File: src/olpc_pkg.sv
// constants for the list-processing control register bank
package olpc_pkg;
	// ==========================
	// register map
	localparam logic [7:0] CTRL_OFFSET = 8'h04;
	localparam int DATA_W = 32;
	// ==========================
	// field positions
	localparam int BIT_RATIO_LO = 0;
	localparam int BIT_RATIO_HI = 1;
	localparam int BIT_PLE = 2;
	localparam int BIT_IE = 3;
	localparam int BIT_CLE = 4;
	localparam int BIT_BLE = 5;
	localparam int BIT_FS_LO = 6;
	localparam int BIT_FS_HI = 7;
	localparam int RATIO_W = 2;
	// ==========================
	// functional states
	typedef enum logic [1:0] {
		bus_reset_state = 2'b00,
		bus_resume_state = 2'b01,
		bus_running_state = 2'b10,
		bus_suspended_state = 2'b11
	} olpc_fs_t;
	// ==========================
	// reset values
	localparam logic [1:0] RATIO_RST = 2'h0;
	localparam logic [2:0] CNT_RST = 3'h0;
	localparam logic [31:0] ZERO_WORD = 32'h0000_0000;
	// ==========================
	// timing
	localparam int CLK_MHZ = 40;
	localparam int PORT_RESET_US = 10;
	localparam int PORT_RESET_CYC = PORT_RESET_US * CLK_MHZ;
endpackage

File: src/olpc_arb_if.sv
// carrier between top and control/bulk ratio arbiter
`timescale 1ns/1ps
`default_nettype none
interface olpc_arb_if;
	logic [1:0] ratio;
	logic ctrl_ok;
	logic bulk_ok;
	logic ctrl_done;
	logic bulk_done;
	logic pick_ctrl;
	logic pick_bulk;
	modport top (output ratio, output ctrl_ok, output bulk_ok, output ctrl_done, output bulk_done,
		input pick_ctrl, input pick_bulk);
	modport arb (input ratio, input ctrl_ok, input bulk_ok, input ctrl_done, input bulk_done,
		output pick_ctrl, output pick_bulk);
endinterface
`default_nettype wire

File: src/olpc_ratio_arb.sv
// control-over-bulk service ratio counter and selector
`timescale 1ns/1ps
`default_nettype none
module olpc_ratio_arb (
	input wire logic clk,
	input wire logic rst_n,
	olpc_arb_if.arb a
);
	logic [2:0] cnt_q;
	logic [2:0] cnt_d;
	logic [2:0] limit;
	logic ratio_left;
	// ==========================
	// decision
	assign limit = {1'b0, a.ratio} + 3'h1;
	assign ratio_left = cnt_q < limit;
	assign a.pick_ctrl = a.ctrl_ok & (ratio_left | ~a.bulk_ok);
	assign a.pick_bulk = a.bulk_ok & ~a.pick_ctrl;
	assign cnt_d = a.bulk_done ? olpc_pkg::CNT_RST :
		(a.ctrl_done & ratio_left) ? cnt_q + 3'h1 : cnt_q;
	// ==========================
	// count register
	always_ff @(posedge clk or negedge rst_n) begin
		if (!rst_n) begin
			cnt_q <= olpc_pkg::CNT_RST;
		end else begin
			cnt_q <= cnt_d;
		end
	end
endmodule // olpc_ratio_arb
`default_nettype wire

File: src/olpc_top.sv
// list-processing control register and schedule gating
`timescale 1ns/1ps
`default_nettype none
module olpc_top #(
	parameter int PORT_RESET_CYC = olpc_pkg::PORT_RESET_CYC
) (
	input wire logic clk,
	input wire logic rst_n,
	input wire logic soft_reset,
	input wire logic reg_wr,
	input wire logic reg_rd,
	input wire logic [7:0] reg_addr,
	input wire logic [31:0] reg_wdata,
	output logic [31:0] reg_rdata,
	output logic reg_ack,
	input wire logic sof_pulse,
	input wire logic resume_pin,
	input wire logic periodic_query,
	input wire logic iso_query,
	input wire logic nonper_query,
	input wire logic ctrl_avail,
	input wire logic bulk_avail,
	input wire logic ctrl_done,
	input wire logic bulk_done,
	output logic periodic_go,
	output logic iso_continue,
	output logic iso_halt,
	output logic serve_ctrl,
	output logic serve_bulk,
	output logic root_hub_reset,
	output logic port_reset
);
	olpc_arb_if arb_bus ();
	logic [1:0] fs_q;
	logic [1:0] fs_d;
	logic ble_q, cle_q, ie_q, ple_q;
	logic ble_f_q, cle_f_q, ie_f_q, ple_f_q;
	logic [1:0] ratio_q;
	logic res_s1_q, res_s2_q;
	logic hit_wr, hit_rd;
	logic bulk_ok, ctrl_ok, per_ok, iso_ok;
	logic [31:0] rd_word;
	logic [15:0] rst_cnt_q;
	logic rh_q, pr_q;
	// ==========================
	// decode
	assign hit_wr = reg_wr & (reg_addr == olpc_pkg::CTRL_OFFSET);
	assign hit_rd = reg_rd & (reg_addr == olpc_pkg::CTRL_OFFSET);
	assign rd_word = {24'h00_0000, fs_q, ble_q, cle_q, ie_q, ple_q, ratio_q};
	// ==========================
	// functional state
	always_comb begin
		fs_d = fs_q;
		if (hit_wr) begin
			fs_d = reg_wdata[olpc_pkg::BIT_FS_HI:olpc_pkg::BIT_FS_LO];
		end else if (res_s2_q && fs_q == olpc_pkg::bus_suspended_state) begin
			fs_d = olpc_pkg::bus_resume_state;
		end
		if (soft_reset) begin
			fs_d = olpc_pkg::bus_suspended_state;
		end
	end
	always_ff @(posedge clk or negedge rst_n) begin
		if (!rst_n) begin
			fs_q <= olpc_pkg::bus_reset_state;
			res_s1_q <= 1'b0;
			res_s2_q <= 1'b0;
		end else begin
			fs_q <= fs_d;
			res_s1_q <= resume_pin;
			res_s2_q <= res_s1_q;
		end
	end
	// ==========================
	// control bits
	always_ff @(posedge clk or negedge rst_n) begin
		if (!rst_n) begin
			{ble_q, cle_q, ie_q, ple_q} <= 4'h0;
			ratio_q <= olpc_pkg::RATIO_RST;
		end else if (soft_reset) begin
			{ble_q, cle_q, ie_q, ple_q} <= 4'h0;
			ratio_q <= olpc_pkg::RATIO_RST;
		end else if (hit_wr) begin
			ble_q <= reg_wdata[olpc_pkg::BIT_BLE];
			cle_q <= reg_wdata[olpc_pkg::BIT_CLE];
			ie_q <= reg_wdata[olpc_pkg::BIT_IE];
			ple_q <= reg_wdata[olpc_pkg::BIT_PLE];
			ratio_q <= reg_wdata[olpc_pkg::BIT_RATIO_HI:olpc_pkg::BIT_RATIO_LO];
		end
	end
	// ==========================
	// per-frame copies taken at frame start
	always_ff @(posedge clk or negedge rst_n) begin
		if (!rst_n) begin
			{ble_f_q, cle_f_q, ie_f_q, ple_f_q} <= 4'h0;
		end else if (sof_pulse) begin
			ble_f_q <= ble_q;
			cle_f_q <= cle_q;
			ie_f_q <= ie_q;
			ple_f_q <= ple_q;
		end
	end
	assign bulk_ok = bulk_avail & ble_q & ble_f_q;
	assign ctrl_ok = ctrl_avail & cle_q & cle_f_q;
	assign per_ok = ple_q & ple_f_q;
	assign iso_ok = ie_q & ie_f_q;
	// ==========================
	// ratio arbiter
	assign arb_bus.ratio = ratio_q;
	assign arb_bus.ctrl_ok = ctrl_ok;
	assign arb_bus.bulk_ok = bulk_ok;
	assign arb_bus.ctrl_done = ctrl_done;
	assign arb_bus.bulk_done = bulk_done;
	olpc_ratio_arb u_arb (
		.clk(clk),
		.rst_n(rst_n),
		.a(arb_bus.arb)
	);
	// ==========================
	// answers to the list engine and bus
	always_ff @(posedge clk or negedge rst_n) begin
		if (!rst_n) begin
			reg_rdata <= olpc_pkg::ZERO_WORD;
			reg_ack <= 1'b0;
			periodic_go <= 1'b0;
			iso_continue <= 1'b0;
			iso_halt <= 1'b0;
			serve_ctrl <= 1'b0;
			serve_bulk <= 1'b0;
		end else begin
			reg_rdata <= hit_rd ? rd_word : olpc_pkg::ZERO_WORD;
			reg_ack <= reg_wr | reg_rd;
			periodic_go <= periodic_query & per_ok;
			iso_continue <= iso_query & iso_ok;
			iso_halt <= iso_query & ~iso_ok;
			serve_ctrl <= nonper_query & arb_bus.pick_ctrl;
			serve_bulk <= nonper_query & arb_bus.pick_bulk;
		end
	end
	// ==========================
	// root hub then port reset after hard reset
	always_ff @(posedge clk or negedge rst_n) begin
		if (!rst_n) begin
			rh_q <= 1'b1;
			pr_q <= 1'b0;
			rst_cnt_q <= 16'h0000;
		end else if (rh_q) begin
			rh_q <= 1'b0;
			pr_q <= 1'b1;
			rst_cnt_q <= 16'h0000;
		end else if (pr_q) begin
			rst_cnt_q <= rst_cnt_q + 16'h0001;
			if (rst_cnt_q == 16'(PORT_RESET_CYC - 1)) begin
				pr_q <= 1'b0;
			end
		end
	end
	assign root_hub_reset = rh_q;
	assign port_reset = pr_q;
endmodule // olpc_top
`default_nettype wire

File: config.mk
export PLATFORM = sky130hd
export DESIGN_NAME = olpc_top
export DESIGN_NICKNAME = d
export VERILOG_FILES = /design/src/olpc_pkg.sv /design/src/olpc_arb_if.sv /design/src/olpc_ratio_arb.sv /design/src/olpc_top.sv
export SDC_FILE = /design/constraint.sdc
export NUM_CORES = 1
export LEC_CHECK = 0
export BUFFER_PORTS_ARGS = -buffer_cell sky130_fd_sc_hd__buf_2
export CELL_PAD_IN_SITES_DETAIL_PLACEMENT = 0
export CELL_PAD_IN_SITES_GLOBAL_PLACEMENT = 2
export CORE_MARGIN = 2
export CORE_UTILIZATION = 29
export CTS_CLUSTER_SIZE = 28
export DETAILED_ROUTE_END_ITERATION = 8
export PLACE_DENSITY = 0.8
export SYNTH_ARGS = -nofsm -noshare
export SYNTH_HDL_FRONTEND = slang
export SYNTH_SLANG_ARGS = --single-unit
File: constraint.sdc
create_clock -name clk -period 2 [get_ports clk]
set_input_delay 0.1 -clock clk [delete_from_list [all_inputs] [get_ports clk]]
set_output_delay 0.1 -clock clk [all_outputs]
set_load 0.01 [all_outputs]
Word level (Yosys, flattened, before mapping)

Index checks and enable logic that the tools add are counted.

Register bits: 49
Bits of input ports: 54
Word-level logic and storage cells: 77

Add/sub/neg operators: 3
Magnitude comparators: 1
Eq/ne operators: 3
Mux-type cells: 21
Bitwise gates (word level): 21
Reduce and logical (&&, ||, !) cells: 5

Operator list:

| kind                                                  | count |
|---|---|
| 2-to-1 mux 16 bit                                     | 2 |
| adder 16 x 1 -> 16 bit (second input constant)        | 1 |
| bitwise AND 1 bit                                     | 16 |
| equality test 16 x 9 -> 1 bit (second input constant) | 1 |
| 2-to-1 mux 1 bit                                      | 11 |
| 2-to-1 mux 2 bit                                      | 5 |
| equality test 8 x 3 -> 1 bit (second input constant)  | 1 |
| 2-to-1 mux 8 bit                                      | 1 |
| 2-to-1 mux 3 bit                                      | 2 |
| nonzero test 2 bit                                    | 3 |
| adder 2 x 1 -> 3 bit (second input constant)          | 1 |
| adder 3 x 1 -> 3 bit (second input constant)          | 1 |
| < comparator 3 bit                                    | 1 |
| inverter 1 bit                                        | 3 |
| nonzero test 3 bit                                    | 1 |
| equality test 2 bit (second input constant)           | 1 |
| OR 1 bit                                              | 2 |
| logical AND 1 bit                                     | 1 |

Longest topological paths before layout

Gate-level depths: netlist of run 1.

Depth after elaboration: 8
Gate-level depth with buffers: 7
Depth with buffers taken out: 7

By module

From an unflattened synthesis of run 1, not the netlist that was laid out.

Cells, all modules: 213
Area total of the unflattened synthesis: 2,326.0 um^2

By module, submodules not included:

| module         | instances | cells each | area each (um^2) | seq. area each (um^2) |
|---|---|---|---|---|
| olpc_top       | 1         | 187        | 2,078.2          | 1,152.4 |
| olpc_ratio_arb | 1         | 26         | 247.7            | 75.1 |

Worst setup path before layout of run 1

Ideal clock, no wire load.

Path kind: flip-flop to flip-flop
Start point: register ratio_q[0], in the netlist arb_bus.ratio[0]
End point: register u_arb.cnt_q[1]
Setup time: 0.118 ns
Arrival: 1.422 ns
Data required time: 1.882 ns
Slack: 0.460 ns
Cell stages (with the launch flop): 8
Buffers on the path: 0
Clock period less this slack: 1.540 ns
Cells stage by stage: dfrtp_1 > ha_1 > inv_1 > ha_1 > o211ai_1 > nand3_1 > mux2i_1 > nor2_1

Cells in the longest elaborated chain, start to end: 4

RTL lines:

| item                                | line                 | RTL |
|---|---|---|
| start, declared                     | olpc_top.sv:38       | `logic [1:0] ratio_q;` |
| start signal, assigned              | olpc_top.sv:79       | `ratio_q <= olpc_pkg::RATIO_RST;` |
| start signal, assigned              | olpc_top.sv:82       | `ratio_q <= olpc_pkg::RATIO_RST;` |
| start signal, assigned              | olpc_top.sv:88       | `ratio_q <= reg_wdata[olpc_pkg::BIT_RATIO_HI:olpc_pkg::BIT_RATIO_LO];` |
| adder 2 x 1 -> 3 bit                | olpc_ratio_arb.sv:15 | `assign limit = {1'b0, a.ratio} + 3'h1;` |
| < comparator 3 bit                  | olpc_ratio_arb.sv:16 | `assign ratio_left = cnt_q < limit;` |
| bitwise AND 1 bit                   | olpc_ratio_arb.sv:20 | `(a.ctrl_done & ratio_left) ? cnt_q + 3'h1 : cnt_q;` |
| nonzero test 2 bit (no source line) | -                    |  |
| end signal, assigned                | olpc_ratio_arb.sv:25 | `cnt_q <= olpc_pkg::CNT_RST;` |
| end signal, assigned                | olpc_ratio_arb.sv:27 | `cnt_q <= cnt_d;` |
| end, declared                       | olpc_ratio_arb.sv:9  | `logic [2:0] cnt_q;` |

No other way between the ends.
A chain may end at the register's enable or synchronous reset.

Worst setup path in the final report of run 1

Start point: register rh_q, in the netlist root_hub_reset
End point: register rst_cnt_q[15]

Cells in the longest elaborated chain, start to end: 1

RTL lines:

| item                                                           | line            | RTL |
|---|---|---|
| start, declared                                                | olpc_top.sv:44  | `logic rh_q, pr_q;` |
| start signal, assigned                                         | olpc_top.sv:144 | `rh_q <= 1'b1;` |
| start signal, assigned                                         | olpc_top.sv:148 | `rh_q <= 1'b0;` |
| 2-to-1 mux 16 bit / nonzero test 2 bit (equally long branches) | -               |  |
| end signal, assigned                                           | olpc_top.sv:152 | `rst_cnt_q <= rst_cnt_q + 16'h0001;` |
| end, declared                                                  | olpc_top.sv:43  | `logic [15:0] rst_cnt_q;` |

Several ways; a longest one is shown, not always the timed one.

==> results of run 1 <==
## final timing paths
kind,cells after the start,endpoint,from
worst max-delay path,4,rst_cnt_q[15]$_DFFE_PN0P_,root_hub_reset$_DFF_PN1_
worst min-delay path,2,reg_ack$_DFF_PN0_,reg_wr
worst max register to register,4,rst_cnt_q[15]$_DFFE_PN0P_,root_hub_reset$_DFF_PN1_
worst min register to register,0,res_s2_q$_DFF_PN0_,res_s1_q$_DFF_PN0_
max in group asynchronous,3,rst_cnt_q[0]$_DFFE_PN0P_,rst_n
min in group asynchronous,3,rst_cnt_q[2]$_DFFE_PN0P_,rst_n
## power breakdown
group	internal [uW]	switching, uW	total [uW]
registers	1020	21.1	1040
clock network	242	332	574
logic	74.0	112	186
total	1330	465	1800
## layout make-up
| cell class | instances | share of cell area, % |
|---|---|---|
| multi-input cells | 151 | 35.22 |
| repair buffers | 51 | 10.41 |
| well taps | 102 | 4.740 |
| clock inverters | 2 | 0.5112 |
| clock buffers | 5 | 2.556 |
| flip-flops and latches | 49 | 45.59 |
| inverters | 7 | 0.9758 |
## stage by stage
step	hold WS (ps)	instances	total power (uW)	util [%]	instance area, um^2
after floorplan	-195.6	235	1196	-	2401
after global placement	210.0	356	1237	33.26	2570
after detailed placement	210.9	356	1242	33.26	2570
after CTS	1.039	367	1829	34.84	2693
after global routing	16.80	367	1892	34.84	2693
final	9.776	367	1797	34.84	2693
## flip-flops by register name, indices dropped and copies added (netlist names), 2 cells and up
register / count
arb_bus.ratio: 2
fs_q: 2
reg_rdata: 8
rst_cnt_q: 16
u_arb.cnt_q: 3
## cells in the final DEF (no fill, tap or decap), types with 6 or more instances in the layout
cell type / synthesis / layout
nand3_1: 6 / 6
buf_2: 0 / 45
mux2i_1: 8 / 8
xnor2_1: 8 / 8
conb_1: 1 / 25
nand2_1: 8 / 8
and2_1: 9 / 9
a21oi_1: 6 / 6
dfrtp_1: 48 / 48
inv_1: 7 / 7
nor2_1: 24 / 24
## what timing repair did
item | in CTS | in global routing
hold endpoints to repair | 53 | 0
setup endpoints to repair | 0 | 0
hold buffers | 4 | 0
## metal layers
metal | up-vias | track usage, % | wire (um)
met5 | - | 0 | 0
met3 | 4 | 3.465 | 257
met4 | 0 | 3.676 | 40
met1 | 750 | 14.01 | 2028
li1 | 783 | - | -
met2 | 40 | 17.51 | 2074
## kinds of logic after synthesis
| group | Yosys count |
|---|---|
| AOI/OAI and AO/OA | 20 |
| xor gates and xnor gates | 13 |
| adders and majority gates | 5 |
| buffers and inverters | 35 |
| DFF | 49 |
| muxes | 12 |
| other | 1 |
| and+or+nand+nor | 76 |
==> impl_metrics.json, run 1 <==
{
  "status": "complete, no violations",
  "slowest_delay_ps": 610,
  "fillers": 816,
  "clk_latency_ps": 300,
  "end_kind": "register",
  "finalHoldViolCount": 0,
  "synth_xor_xnor_area_share_pct": 4.927,
  "period_share_pct": 82.48,
  "synth_top_family_by_area": "simple AND/OR/NAND/NOR gates",
  "drt_iter0_drc": 58,
  "leakage_uw": 0.001372,
  "report.final.slew_viol_count": 0,
  "postCtsSetupBuffers": 0,
  "timing.critical_path.buf_inv": 0,
  "drc": 0,
  "crit_arrival_ps": 1880,
  "antenna_found_initial": 0,
  "layout-drive-gt1-share_pct": 24.15,
  "syn_area_per_cell_um2": 10.95,
  "max_freq_mhz": 606.2,
  "wl_um": 4401,
  "rows": 32,
  "cts_max_path_buffers": 2,
  "clkSlewWorstSetupHoldPaths_ps": 90,
  "finClkSkew_ps": 9.460,
  "maxCapViolCount": 0,
  "cts_root_buffer": "clkbuf_8",
  "cp.required_ps": 2230,
  "crit_fanout": 7,
  "drt-pass1-iter-count": 4,
  "max_slew_margin_pct": 58.08,
  "cp-start-kind": "register",
  "finalSetupTns_ps": 0,
  "yosysSeqAreaShare_pct": 53.11,
  "finalSetupViolCount": 0,
  "yosys_most_used_dff": "dfrtp_1",
  "grt_usage_pct": 10.94,
  "pin_count": 94,
  "dp_hpwl_um": 3182,
  "portBuffers": 45,
  "irDropWorstVdd_uv": 301.2,
  "synth_compound_area_share_pct": 6.226,
  "nets": 324,
  "gp_congestion": 0.7575,
  "pre_cts_ws_ps": 343.9,
  "worst_slew_pin_slew_ps": 628.8,
  "ys_types": 41,
  "syn_area_mm2": 0.002311,
  "numCtsBuffers": 5,
  "async_flop_share_pct": 100.0,
  "fp.dieArea_mm2": 0.008699,
  "area_delta_synth_final_pct": 16.51,
  "min_path_type": "in2reg",
  "wl_per_cell_um": 11.99,
  "regArea_mm2": 0.001227,
  "yosys.area_share.adder_pct": 2.707,
  "syn_inst": 211,
  "cpLargestDelayFamily": "flip-flops",
  "num_vias": 1577,
  "cts_num_sinks": 49,
  "rrSetupSlack_ps": 350,
  "cts_tree": "yes",
  "initial_utilization_pct": 29.91,
  "ys_warn_count": 0,
  "power_density_mw_per_mm2": 667.5,
  "grt_pass1_vias": 1537,
  "die_h_um": 93.27,
  "fin_crit_ps": 1650,
  "htree_num_levels": 2,
  "synth-edff-count": 0,
  "diodes": 0,
  "synth_top_area_share_pct": 51.98,
  "worst_slack_ps": 350.3,
  "worstPathCellList": "o2111a_1 -> and4_1 -> or3b_1 -> a21oi_1",
  "synthMuxAreaShare_pct": 5.414,
  "grt_max_degree": 50,
  "multiInputGateArea_um2": 948.4,
  "path_class": "reg2reg",
  "vias_per_cell": 4.297,
  "ys_ff_latch": 49,
  "grt_pass1_wl_um": 7383,
  "overflow": 0,
  "slowest_stage": "dfstp_2",
  "grt_setup_unrepaired": "no",
  "drtAntennaViolNets": 0,
  "synth_area_leaders": "dfrtp_1 (52%), buf_4 (8.1%), nor2_1 (3.9%)",
  "die_x_um": 93.27,
  "synth_simple_gate_area_share_pct": 17.70,
  "post_cts_resized": 0,
  "yosysTopAreaCell": "dfrtp_1",
  "core_mm2": 0.007727,
  "yosysMostFrequentCell": "dfrtp_1",
  "synthTopCellsByCount": "dfrtp_1 (48), buf_4 (25), nor2_1 (24)"
}
Note: power is estimated with default switching activity, not from simulation.
==> inputs of run 2 (changes only) <==
==> constraint.sdc (replaced) <==
create_clock -name clk -period 1.6 [get_ports clk]
set_input_delay 0.08 -clock clk [delete_from_list [all_inputs] [get_ports clk]]
set_output_delay 0.08 -clock clk [all_outputs]
set_load 0.01 [all_outputs]
==> run 2 against run 1 <==
  * The flow now finishes with violations (negative setup slack)
  * First-iteration DRC count rose by 17%
  * Critical path depth rose by 3
  * Flip-flop and latch count stayed put
  * Die area is the same
  * Critical path type unchanged
==> impl_metrics.json, run 2 (synthesis gave the netlist of run 1 again) <==
{
  "drtAntennaViolNets": 0,
  "die_x_um": 93.27,
  "drt_iter0_drc": 68,
  "cp-start-kind": "register",
  "vias_per_cell": 4.431,
  "cp.required_ps": 1830,
  "antenna_found_initial": 0,
  "cts_max_path_buffers": 2,
  "clkSlewWorstSetupHoldPaths_ps": 90,
  "pre_cts_ws_ps": -19.33,
  "finalSetupViolCount": 3,
  "nets": 339,
  "die_h_um": 93.27,
  "fin_crit_ps": 1652,
  "power_density_mw_per_mm2": 802.1,
  "placed_cells": 368,
  "pin_count": 94,
  "path_class": "reg2reg",
  "clk_latency_ps": 300,
  "grt_pass1_wl_um": 7824,
  "largest_register_ffs": 16,
  "worst_slack_ps": -52.12,
  "gp_congestion": 0.8045,
  "fp.dieArea_mm2": 0.008699,
  "maxCapViolCount": 0,
  "cts_tree": "yes",
  "top_regs": "rst_cnt_q (16), reg_rdata (8), u_arb.cnt_q (3)",
  "initial_utilization_pct": 29.91,
  "htree_num_levels": 2,
  "cts_num_sinks": 49,
  "grt_max_degree": 31,
  "overflow": 0,
  "area_delta_synth_final_pct": 23.77,
  "wl_um": 4678,
  "rows": 32,
  "regMostFlops": "rst_cnt_q",
  "leakage_uw": 0.001454,
  "portBuffers": 45,
  "period_share_pct": 103.3,
  "finClkSkew_ps": 10.80,
  "drc": 0,
  "final_common_cell": "dfrtp_1",
  "numCtsBuffers": 5,
  "diodes": 0,
  "layout_common_cells": "dfrtp_1 (48), buf_2 (45), conb_1 (25), nor2_1 (24), buf_4 (15)",
  "dp_hpwl_um": 3420,
  "violations": "negative setup slack",
  "fillers": 798,
  "finalHoldViolCount": 0,
  "cts_root_buffer": "clkbuf_8",
  "core_mm2": 0.007727,
  "wl_per_cell_um": 12.21,
  "status": "finished with violations",
  "crit_arrival_ps": 1890,
  "num_vias": 1697,
  "layout-drive-gt1-share_pct": 30.60,
  "end_kind": "register",
  "grt_setup_unrepaired": "yes",
  "drt-pass1-iter-count": 4,
  "crit_fanout": 3,
  "grt_pass1_vias": 1716,
  "layout.cells.non_filler": 383,
  "report.final.slew_viol_count": 0,
  "max_freq_mhz": 605.3,
  "min_path_type": "in2reg",
  "irDropWorstVdd_uv": 342.6,
  "grt_usage_pct": 11.26
}
[run 2: metal layers]
metal | track usage, % | wire length, um | share of wire [%]
met2 | 17.81 | 2251 | 48
met5 | 0 | 0 | 0
met1 | 14.98 | 2084 | 45
met3 | 3.304 | 292 | 6.2
met4 | 3.309 | 50 | 1.1
[run 2: metrics by stage]
step	power [uW]	area [um^2]	TNS (ps)	util [%]	hold WS [ps]
after floorplan	1496	2401	0	-	-215.6
after CTS	2318	2820	-16.58	36.50	3.183
final	2294	2860	-74.88	37.01	14.99
after global routing	2421	2860	-708.0	37.01	2.161
after global placement	1552	2673	-6.688	34.59	58.03
after detailed placement	1557	2673	-19.33	34.59	61.97
[run 2: power breakdown]
| part | internal, uW | total, uW | switching, uW | leakage, uW |
|---|---|---|---|---|
| combinational | 105 | 258 | 153 | 0.000755 |
| sequential | 1270 | 1300 | 28.9 | 0.000653 |
| clock | 313 | 738 | 425 | 0.0000456 |
| total | 1690 | 2290 | 607 | 0.00145 |
[run 2: worst paths after layout]
check	startpoint	slack, ps	cells after the start	end
worst min register to register	res_s1_q$_DFF_PN0_	360	0	res_s2_q$_DFF_PN0_
worst max register to register	arb_bus.ratio[1]$_DFFE_PN0P_	-50	7	u_arb.cnt_q[2]$_DFFE_PN0P_
min in group asynchronous	rst_n	270	2	rst_cnt_q[15]$_DFFE_PN0P_
max in group asynchronous	rst_n	810	3	rst_cnt_q[6]$_DFFE_PN0P_
worst max-delay path	arb_bus.ratio[1]$_DFFE_PN0P_	-50	7	u_arb.cnt_q[2]$_DFFE_PN0P_
worst min-delay path	reg_wdata[1]	10	3	arb_bus.ratio[1]$_DFFE_PN0P_
[run 2: layout make-up]
type	instances	area, um^2	area share [%]
well taps	102	127.6	4.462
multi-input cells	151	984.7	34.43
clock inverters	2	13.76	0.4812
flip-flops and latches	49	1227	42.91
clock buffers	6	72.57	2.537
repair buffers	66	407.9	14.26
inverters	7	26.28	0.9186
[run 2: worst max-delay path, stage by stage (launching register included)]
cell and delay, ps:
dfrtp_1 390, ha_1 280, inv_1 40, ha_1 260
o211ai_1 160, nand4_1 200, xor2_1 180, nor2_1 90
[run 2: timing repair]
action                     CTS  global route
hold endpoints to repair    23             0
gates resized for setup      1             7
pin swaps                    2            10
setup endpoints to repair    2            10
hold buffers                 5             0
setup buffers                1             1
